## config.mk

```make
export PLATFORM = sky130hd
export DESIGN_NAME = psp_stage
export DESIGN_NICKNAME = d
export VERILOG_FILES = /design/src/pkg/psp_pkg.sv /design/src/logic/psp_stage.sv /design/src/logic/psp_cycle_tick.sv
export SDC_FILE = /design/constraint.sdc
export NUM_CORES = 1
export LEC_CHECK = 0
export BUFFER_PORTS_ARGS = -buffer_cell sky130_fd_sc_hd__buf_2
export CAP_MARGIN = 20
export CORE_MARGIN = 2
export CORE_UTILIZATION = 38
export CTS_BUF_LIST = sky130_fd_sc_hd__clkbuf_2
export CTS_CLUSTER_SIZE = 10
export DETAILED_ROUTE_END_ITERATION = 10
export PLACE_DENSITY = 0.64
export RECOVER_POWER = 50
export SLEW_MARGIN = 20
export SYNTH_ARGS = -nofsm -noshare
export SYNTH_HDL_FRONTEND = slang
export SYNTH_HIERARCHICAL = 1
export SYNTH_SLANG_ARGS = --single-unit
```

## constraint.sdc

```tcl
create_clock -name i_ref_clk -period 10.5 [get_ports i_ref_clk]
set_input_delay 2.625 -clock i_ref_clk [delete_from_list [all_inputs] [get_ports i_ref_clk]]
set_output_delay 2.625 -clock i_ref_clk [all_outputs]
set_load 0.05 [all_outputs]
```

## src/pkg/psp_pkg.sv

```systemverilog
package psp_pkg;
   // ***************************************************************
   // Widths and timing
   // ***************************************************************
   localparam int MAG_W = 16;
   localparam int DLY_W = 19;
   localparam int CLK_HZ = 100_000_000;
   // Program cycle time in microseconds.
   localparam int CYCLE_US = 1000;
   localparam int CYCLE_CLKS = CYCLE_US * (CLK_HZ / 1_000_000);
   // Delay step of the definite-time setting in milliseconds.
   localparam int DLY_STEP_MS = 5;
   localparam int DLY_DEFAULT_MS = 40;
   localparam logic [DLY_W-1:0] DLY_DEFAULT_STEPS =
      DLY_W'(DLY_DEFAULT_MS / DLY_STEP_MS);
   localparam int STEP_CYCLES = DLY_STEP_MS * 1000 / CYCLE_US;
   // Reset ratio in percent of the set level.
   localparam int RESET_PCT = 97;
   localparam int PCT_FULL = 100;
   localparam logic [1:0] UNIT_PU = 2'h0;
   typedef enum logic [2:0] {
      ST_IDLE = 3'b001,
      ST_START = 3'b010,
      ST_BLOCK = 3'b100
   } psp_state_type;
endpackage : psp_pkg

```

## src/logic/psp_stage.sv

```systemverilog
`timescale 1ns/100ps
// How it works
// - The set level bounds the measured value, above for overcurrent or below for undervalue mode.
// - Every program cycle the set level is compared afresh with the measured value.
// - Once picked up, release needs the value past 97 percent of the set level, or past 103 percent in undervalue mode.
// - The blocking input is sampled at the start of each program cycle before pick-up is judged.
// - The block input is this stage's own line from the blocking matrix.
// - Pick-up with no block raises start and begins timing.
// - Pick-up under block raises the stage_flag_a flag instead; neither start nor timing follows.
// - A block clears start, and release runs as for a normal pick-up reset.
// - Pick-up under block emits a one-clock event carrying the captured value and fault type.
// - In definite-delay mode trip follows once the delay elapses with pick-up held.
// - The delay is counted in 5 ms steps, default 40 ms, and zero trips at once.
module psp_stage (
   input wire logic i_ref_clk,
   input wire logic i_rst_b,
   input wire logic [psp_pkg::MAG_W-1:0] i_meas,
   input wire logic [psp_pkg::MAG_W-1:0] i_set_level,
   input wire logic i_under_mode,
   input wire logic [1:0] i_unit_sel,
   input wire logic [1:0] i_fault_type,
   input wire logic i_block_in,
   input wire logic i_definite_delay_mode,
   input wire logic [psp_pkg::DLY_W-1:0] i_delay_steps,
   output logic o_start,
   output logic o_stage_flag_a,
   output logic o_trip,
   output logic o_block_event,
   output logic [psp_pkg::MAG_W-1:0] o_event_meas,
   output logic [1:0] o_event_fault,
   output logic [1:0] o_event_unit,
   output logic o_cycle
);
   // ***************************************************************
   // Program cycle and input sampling
   // ***************************************************************
   logic tick;
   logic blk_s1;
   logic blk_s2;
   logic blk_cyc;

   // The tick is the only timebase; every decision below waits for it.
   psp_cycle_tick u_tick (
      .i_ref_clk(i_ref_clk),
      .i_rst_b(i_rst_b),
      .o_tick(tick)
   );

   // The dedicated matrix line crosses in from outside and is
   // synchronised; the decisions below read it only on the tick, so
   // each program cycle judges the value present as it begins.
   // Two flops cost two clocks of latency, which is negligible beside
   // the margin the blocking source must give ahead of a trip.
   assign blk_cyc = blk_s2;

   always_ff @(posedge i_ref_clk) begin
      if (!i_rst_b) begin
         blk_s1 <= 1'b0;
         blk_s2 <= 1'b0;
      end else begin
         blk_s1 <= i_block_in;
         blk_s2 <= blk_s1;
      end
   end

   // ***************************************************************
   // Level comparison
   // ***************************************************************
   // Products are widened so the 97 percent scaling never overflows.
   logic [psp_pkg::MAG_W+6:0] meas_x100;
   logic [psp_pkg::MAG_W+6:0] set_x100;
   logic [psp_pkg::MAG_W+6:0] set_x97;
   logic over_pick;
   logic over_hold;
   logic pick_now;
   logic hold_now;

   assign meas_x100 = (psp_pkg::MAG_W+7)'(i_meas) *
      (psp_pkg::MAG_W+7)'(psp_pkg::PCT_FULL);
   assign set_x100 = (psp_pkg::MAG_W+7)'(i_set_level) *
      (psp_pkg::MAG_W+7)'(psp_pkg::PCT_FULL);
   assign set_x97 = (psp_pkg::MAG_W+7)'(i_set_level) *
      (psp_pkg::MAG_W+7)'(psp_pkg::RESET_PCT);
   // The unit selector only tags events; the compare is unit-free
   // because both values arrive scaled alike.
   // Equality is not a pick-up: the value must pass the set level.
   assign over_pick = meas_x100 > set_x100;
   assign over_hold = meas_x100 > set_x97;
   // An undervalue stage releases above the set level, so its
   // hysteresis is mirrored to 103 percent.
   assign pick_now = i_under_mode ? (meas_x100 < set_x100) : over_pick;
   assign hold_now = i_under_mode ?
      (meas_x100 < (set_x100 + set_x100 - set_x97)) : over_hold;

   // ***************************************************************
   // Stage sequence
   // ***************************************************************
   psp_pkg::psp_state_type state;
   psp_pkg::psp_state_type next_state;
   logic [psp_pkg::DLY_W-1:0] steps;
   logic [psp_pkg::DLY_W-1:0] next_steps;
   logic [7:0] sub;
   logic [7:0] next_sub;
   logic next_trip;
   logic next_event;
   logic [psp_pkg::MAG_W-1:0] next_ev_meas;
   logic [1:0] next_ev_fault;
   logic [1:0] next_ev_unit;
   logic active;
   logic next_start;
   logic next_flag;

   // Hysteresis applies only once the stage has left idle.
   assign active = (state != psp_pkg::ST_IDLE) ?
      hold_now : pick_now;

   assign next_start = (next_state == psp_pkg::ST_START);
   assign next_flag = (next_state == psp_pkg::ST_BLOCK);

   always_comb begin
      next_state = state;
      next_steps = steps;
      next_sub = sub;
      next_trip = o_trip;
      next_event = 1'b0;
      next_ev_meas = o_event_meas;
      next_ev_fault = o_event_fault;
      next_ev_unit = o_event_unit;
      if (tick) begin
         // No default: the state register only holds the three codes.
         unique case (state)
            psp_pkg::ST_IDLE: begin
               if (pick_now && blk_cyc) begin
                  next_state = psp_pkg::ST_BLOCK;
                  next_event = 1'b1;
                  // The payload is captured here and held, so a late
                  // reader still sees the values of the last event.
                  next_ev_meas = i_meas;
                  next_ev_fault = i_fault_type;
                  next_ev_unit = i_unit_sel;
               end else if (pick_now) begin
                  next_state = psp_pkg::ST_START;
               end
            end
            psp_pkg::ST_START: begin
               if (!active || blk_cyc) begin
                  // Same release path for block and value reset.
                  next_state = psp_pkg::ST_IDLE;
                  next_trip = 1'b0;
               end
            end
            // A stage_flag_a stage stays stage_flag_a until the value releases,
            // even if the block lifts first; it never starts from here.
            psp_pkg::ST_BLOCK: begin
               if (!active) begin
                  next_state = psp_pkg::ST_IDLE;
               end
            end
         endcase
      end
      // Any exit from start drops the count, so a re-pick times from zero.
      if (next_state != psp_pkg::ST_START) begin
         next_steps = '0;
         next_sub = 8'h00;
      end else if (tick && state == psp_pkg::ST_START) begin
         // Stepping stops at the target; the trip latches there.
         if (steps < i_delay_steps) begin
            if (sub == 8'(psp_pkg::STEP_CYCLES - 1)) begin
               next_sub = 8'h00;
               next_steps = steps + 19'h0_0001;
            end else begin
               next_sub = sub + 8'h01;
            end
         end
      end
      // Trip is judged on the tick only, so a delay setting changed
      // inside a program cycle takes effect at the next one.
      if (tick && next_state == psp_pkg::ST_START &&
         i_definite_delay_mode && next_steps >= i_delay_steps) begin
         next_trip = 1'b1;
      end
      // Trip stays latched until start drops, whatever the mode does.
      if (next_state != psp_pkg::ST_START) begin
         next_trip = 1'b0;
      end
   end

   // ***************************************************************
   // Output registers
   // ***************************************************************
   // Every output leaves a flip-flop, so a reader never sees the
   // combinational decode settle.
   always_ff @(posedge i_ref_clk) begin
      if (!i_rst_b) begin
         state <= psp_pkg::ST_IDLE;
         steps <= '0;
         sub <= 8'h00;
         o_trip <= 1'b0;
         o_start <= 1'b0;
         o_stage_flag_a <= 1'b0;
         o_block_event <= 1'b0;
         o_event_meas <= '0;
         o_event_fault <= 2'h0;
         o_event_unit <= psp_pkg::UNIT_PU;
         o_cycle <= 1'b0;
      end else begin
         state <= next_state;
         steps <= next_steps;
         sub <= next_sub;
         o_trip <= next_trip;
         o_start <= next_start;
         o_stage_flag_a <= next_flag;
         o_block_event <= next_event;
         o_event_meas <= next_ev_meas;
         o_event_fault <= next_ev_fault;
         o_event_unit <= next_ev_unit;
         o_cycle <= tick;
      end
   end
endmodule : psp_stage

```

## src/logic/psp_cycle_tick.sv

```systemverilog
`timescale 1ns/100ps
module psp_cycle_tick (
   input wire logic i_ref_clk,
   input wire logic i_rst_b,
   output logic o_tick
);
   logic [31:0] cnt;
   logic [31:0] next_cnt;
   logic next_tick;

   always_comb begin
      next_tick = 1'b0;
      next_cnt = cnt + 32'h0000_0001;
      if (cnt == 32'(psp_pkg::CYCLE_CLKS - 1)) begin
         next_cnt = 32'h0000_0000;
         next_tick = 1'b1;
      end
   end

   always_ff @(posedge i_ref_clk) begin
      if (!i_rst_b) begin
         cnt <= 32'h0000_0000;
         o_tick <= 1'b0;
      end else begin
         cnt <= next_cnt;
         o_tick <= next_tick;
      end
   end
endmodule : psp_cycle_tick

```

==> results of run 1 <==
final cells by class:
cell class | instances | area, um^2 | area share [%]
multi-input combinational | 1075 | 9000 | 67.6
sequential | 90 | 1800 | 13.5
timing repair buffer | 189 | 1180 | 8.90
inverter | 184 | 691 | 5.19
tap | 390 | 488 | 3.67
clock inverter | 6 | 96.3 | 0.724
clock buffer | 10 | 50.0 | 0.376
antenna | 1 | 2.50 | 0.0188
path summary, 6_finish.rpt:
kind | end | slack (ns) | cells after the start
worst max-delay path | o_trip | 0.53 | 43
worst min-delay path | u_tick/cnt[0] | 0.50 | 1
worst max register to register | o_trip | 5.92 | 16
worst min register to register | u_tick/cnt[0] | 0.50 | 1
stage by stage:
step | power, W | hold WS (ns) | utilization (%)
6_report | 0.00292 | 0.498 | 44.9
5_1_grt | 0.00326 | 0.513 | 44.9
4_1_cts | 0.00283 | 0.502 | 44.4
3_5_place_dp | 0.00260 | 0.423 | 43.9
3_3_place_gp | 0.00255 | 0.415 | 43.9
2_1_floorplan | 0.00180 | 0.412 | -
power breakdown:
part | internal (W) | switching (W) | leakage (nW)
Clock | 0.0000831 | 0.000127 | 0.0851
Sequential | 0.000345 | 0.00000172 | 0.726
Combinational | 0.00116 | 0.00121 | 5.65
Total | 0.00159 | 0.00134 | 6.47
registers in the layout (all words and copies together) (netlist names):
name and count:
u_tick/cnt 32, steps 19, o_event_meas 16, sub 8
state 3, o_event_fault 2, o_event_unit 2, blk_cyc 1
blk_s1 1, o_block_event 1, o_cycle 1, o_stage_flag_a 1
o_start 1, o_trip 1, u_tick/o_tick 1
per-layer routing:
layer  share of wire [%]  global-route usage [%]
met2                  43                    28.3
met3                 3.6                    1.80
met4                 1.3                    3.31
met5                   0                       0
met1                  52                    24.7
logic make-up after synthesis:
group           count (synthesis)  synth area share [%]
flops                          90                  15.8
compound gates                248                  14.2
xor+xnor                      111                  8.51
buf+inv                       198                  6.81
mux                            22                  1.93
fa+ha+maj                     294                  34.3
simple gates                  400                  18.4
cell usage in the layout (no fill, tap or decap), drive strengths merged, types with 9 or more instances in the layout:
master,netlist,routed
mux2i,22,22
o21a,15,15
and2,11,11
a21oi,74,74
nand3,29,29
ha,262,262
o21ai,47,47
nor2,145,145
dfxtp,90,90
nand4,31,31
buf,10,167
nor2b,11,11
fa,32,32
a21o,37,37
o211ai,9,9
and4,12,12
nand2,55,55
clkbuf,4,32
nand2b,16,16
nor3,28,28
inv,184,187
a211oi,12,12
xor2,45,45
xnor2,66,66
nor4,12,12
and3,17,17
repair_timing:
item | in CTS | in global routing
setup buffers | 0 | 2
resized for setup | 0 | 32
setup endpoints to repair | 0 | 1
hold buffers | 0 | 0
==> run metrics, run 1 <==
status finished, violations left; violated checks capacitance limit, slew limit; post-synthesis cell count 1363; mean routed wirelength per cell 13.8 um; Worst slew margin -105%; Post-synth EDFFs 0; placed cell area 13000 um^2; CP top delay family compound AO/OA/AOI/OAI gates; count of unique library cells instantiated by Yosys between 70 and 80; clock tree buffer depth 2; Ports 85; fillers 2974; Synth top area share 28.7%; final std cells w/o fill approximately 1.9k; worst slack, placed -0.400 ns; Hold Crit Start u_tick/cnt[0]; Core ar. 29600 um^2; Syn Area/Cell 8.38 um^2; first-pass GRT wire length roughly 45000 um; Syn. warnings 6; Seq cells post-synth 90; most common cell in the netlist ha_1; Max Freq ~100 MHz; async set-or-reset flop fraction in the synthesized netlist 0%; largest net degree at the start of global routing 27; area leader, netlist ha_1; Fin. Hold Viols 0; Area Overhead vs Synth 16.6%; H-tree levels 3; Critical Path AT 10.43 ns; grt ovf 0; leak pwr between 6 and 7 nW; fin crit period 9.97 ns; Syn Std Cell Area 11400 um^2; Crit-path slowest cell fa_1; standard-cell rows 63; initial antenna violation count 1; final setup fails 0; drt pass-1 iters 5; clk slew on worst S/H paths 0.27 ns; HPWL after DPL 22900 um; DR vias/cell ~5.1; CP Max Fanout 4; Final Max Tran Viols 27; worst slew pin tran 3.05 ns; Die Span Y approximately 180 um; die width 177 um; # Max-Cap Violations 1; final worst slack 0.531 ns; Setup Skew 0.0453 ns; Fin Setup TNS 0 ns; worst r2r src u_tick/o_tick; # clock sinks 90; Setup crit start kind input pin; CTS tree done; vias in the first global route between 9k and 10k; Starting Density 38.5%; CP Launch Point i_set_level[2]; share of layout cells above drive strength 1 between 15 and 20%; synth cell count leaders ha_1, inv_1, nor2_1, dfxtp_1, a21oi_1; Buf/Inv on CP 3; Vias 9894; peak supply drop 0.000149 V; Post-Synthesis Net Count approximately 1.7k; Req. time, crit path 10.96 ns; post-synthesis sequential area ratio roughly 16%; synth top area cells ha_1, dfxtp_1, inv_1, fa_1, xnor2_1; WS Path Type in -> reg; Clock Latency Late Sink around 0.58 ns; Critical Path End Type flip-flop; final net count 1903; Routed Antenna Nets 0; peak per-stage delay on the critical path 0.47 ns; Tcrit/Tclk final a little over nine tenths; DRT iter0 DRCs 481; CTS root buf clkbuf_2; Hold WC Path Type reg -> reg; final wirelength roughly 27000 um; number of CTS-inserted buffers 9; total die area 31500 um^2; crit-path most repeated cell ha_1; IO buf count 84; Tot GR Track Use 17.3%; pwr/cell area 220 nW/um^2; GP Congestion 0.902; top_reg_cell synth dfxtp_1; Post-Place Cells 1926; Residual DRC 0; Final Cell Area ~13000 um^2
Power figures use the tool's default switching activity.
==> run 2: changes to the inputs <==
Settings changed: PLACE_DENSITY 0.64 to not set.
==> run metrics, run 2 (synthesis gave the netlist of run 1 again) <==
vias in the first global route 9455 (-1.4%); H-tree levels 3 (unchanged); Critical Path End Type flip-flop; Req. time, crit path 10.99 ns (+0.03 ns); Tot GR Track Use 17.6% (+0.25 points); Setup crit start kind input pin; mean routed wirelength per cell 14.0 um (+1.1%); Setup Skew 0.0379 ns (-0.00738 ns); status finished, violations left; clock tree buffer depth 2 (unchanged); most common cell after layout, fill and taps aside ha_1; standard-cell rows 63 (unchanged); Critical Path AT 10.56 ns (+0.13 ns); max FFs per register 32 (unchanged); most frequent cells in the layout ha_1, inv_1, nor2_1, buf_4, dfxtp_1; first-pass GRT wire length 45500 um (+0.89%); number of CTS-inserted buffers 9 (unchanged); Final Max Tran Viols 14 (-48%); DRT iter0 DRCs 418 (-13%); die width 177 um (unchanged); GP Congestion 0.854 (-5.3%); CTS root buf clkbuf_2; peak per-stage delay on the critical path 0.48 ns (about the same); grt ovf 0 (unchanged); Area Overhead vs Synth 16.5%; Core ar. 29600 um^2 (unchanged); CP Max Fanout 8 (+4); Vias 9755 (-1.4%); Tcrit/Tclk final 95.9% (+0.97 points); largest net degree at the start of global routing 24 (-11%); pwr/cell area 217 nW/um^2 (-1.4%); final wirelength 27300 um (+1.4%); Largest Register u_tick/cnt; drt pass-1 iters 4 (-1); fin crit period 10.07 ns (+0.102 ns); violated checks capacitance limit, slew limit; Crit-path slowest cell fa_1; DR vias/cell 5.00 (-1.7%); Routed Antenna Nets 0 (unchanged); placed cell area 13100 um^2 (+0.29%); WS Path Type in -> reg; IO buf count 84 (unchanged); Residual DRC 0 (unchanged); clk slew on worst S/H paths 0.26 ns (about the same); peak supply drop 0.000144 V (-3.7%); Final Cell Area 13300 um^2 (-0.10%); # Max-Cap Violations 1 (unchanged); Design Power 0.00288 W (-1.5%); biggest regs u_tick/cnt x32, steps x19, o_event_meas x16; leak pwr 6.48 nW (+0.30%); final setup fails 0 (unchanged); total die area 31500 um^2 (unchanged); Hold WC Path Type reg -> reg; Starting Density 38.5% (unchanged); Worst slew margin -1.58% (+100 points); crit-path most repeated cell ha_1; WHS 0.496 ns (-0.00191 ns); Max Freq 99.3 MHz (-1.0%); HPWL after DPL 23300 um (+2.0%); initial antenna violation count 1 (unchanged); # clock sinks 90 (unchanged); CTS tree done; Ports 85 (unchanged); share of layout cells above drive strength 1 15.7% (+0.15 points); final net count 1907 (+0.21%); Clock Latency Late Sink 0.57 ns (about the same); Die Span Y 177 um (unchanged); Fin. Hold Viols 0 (unchanged); worst slew pin tran 1.51 ns (-1.54 ns)
==> run 2: cell types whose count changed in the layout (fill, tap and decap cells not counted), sizes merged <==
cell	previous run	this run
clkbuf	32	33
inv	187	185
clkinv	0	3
bufinv	2	1
buf	167	170
diode	1	2
==> run 2: worst max-delay path: cells and delay by family <==
kind            cells  cell delay, ns
xor+xnor            3            0.49
compound gates     15            1.96
simple gates       12            1.95
buf+inv             6            0.85
fa+ha+maj           8            2.66
==> run 2: path summary, 6_finish.rpt <==
check                               startpoint             to  slack, ns  cells past startpoint
worst min register to register   u_tick/cnt[0]  u_tick/cnt[0]       0.50                      1
worst min-delay path             u_tick/cnt[0]  u_tick/cnt[0]       0.50                      1
worst max-delay path            i_set_level[4]         o_trip       0.43                     44
worst max register to register       steps[12]         o_trip       6.01                     20
==> run 2: cell type report <==
class	instances	area, um^2
inverter	184	691
sequential	90	1800
timing repair buffer	193	1210
clock buffer	10	50.0
clock inverter	6	76.3
tap	390	488
multi-input combinational	1075	8980
antenna	2	5.00
fill	3008	16300
==> run 2: power breakdown <==
group | total [W] | internal [W] | leakage, nW | switching, W
registers | 0.000346 | 0.000345 | 0.726 | 0.00000174
clock network | 0.000185 | 0.0000588 | 0.0753 | 0.000126
logic | 0.00235 | 0.00116 | 5.68 | 0.00119
total | 0.00288 | 0.00156 | 6.48 | 0.00132
==> run 2: per-stage QoR <==
stage,worst slack (ns),setup TNS (ns),utilization (%),instances
after floorplan,0.236,0,-,1363
after global placement,-0.252,-0.252,44.0,1929
after detailed placement,-0.471,-0.471,44.1,1930
after CTS,0.226,0,44.5,1946
after global routing,-0.0117,-0.0117,44.9,1950
final,0.429,0,44.9,1950
==> run 2: what timing repair did <==
| item | 4_1_cts | 5_1_grt |
|---|---|---|
| endpoints found under the setup margin | 0 | 1 |
| buffers inserted | 0 | 2 |
| hold endpoints to repair | 0 | 0 |
| resized for setup | 0 | 33 |
| hold buffers | 0 | 0 |
==> run 2: per-layer routing <==
metal	track usage (%)	wire [um]	part of all wire, %
met5	0	0	0
met3	1.61	785	2.9
met4	2.39	148	0.54
met1	25.7	14500	53
met2	28.5	11800	43
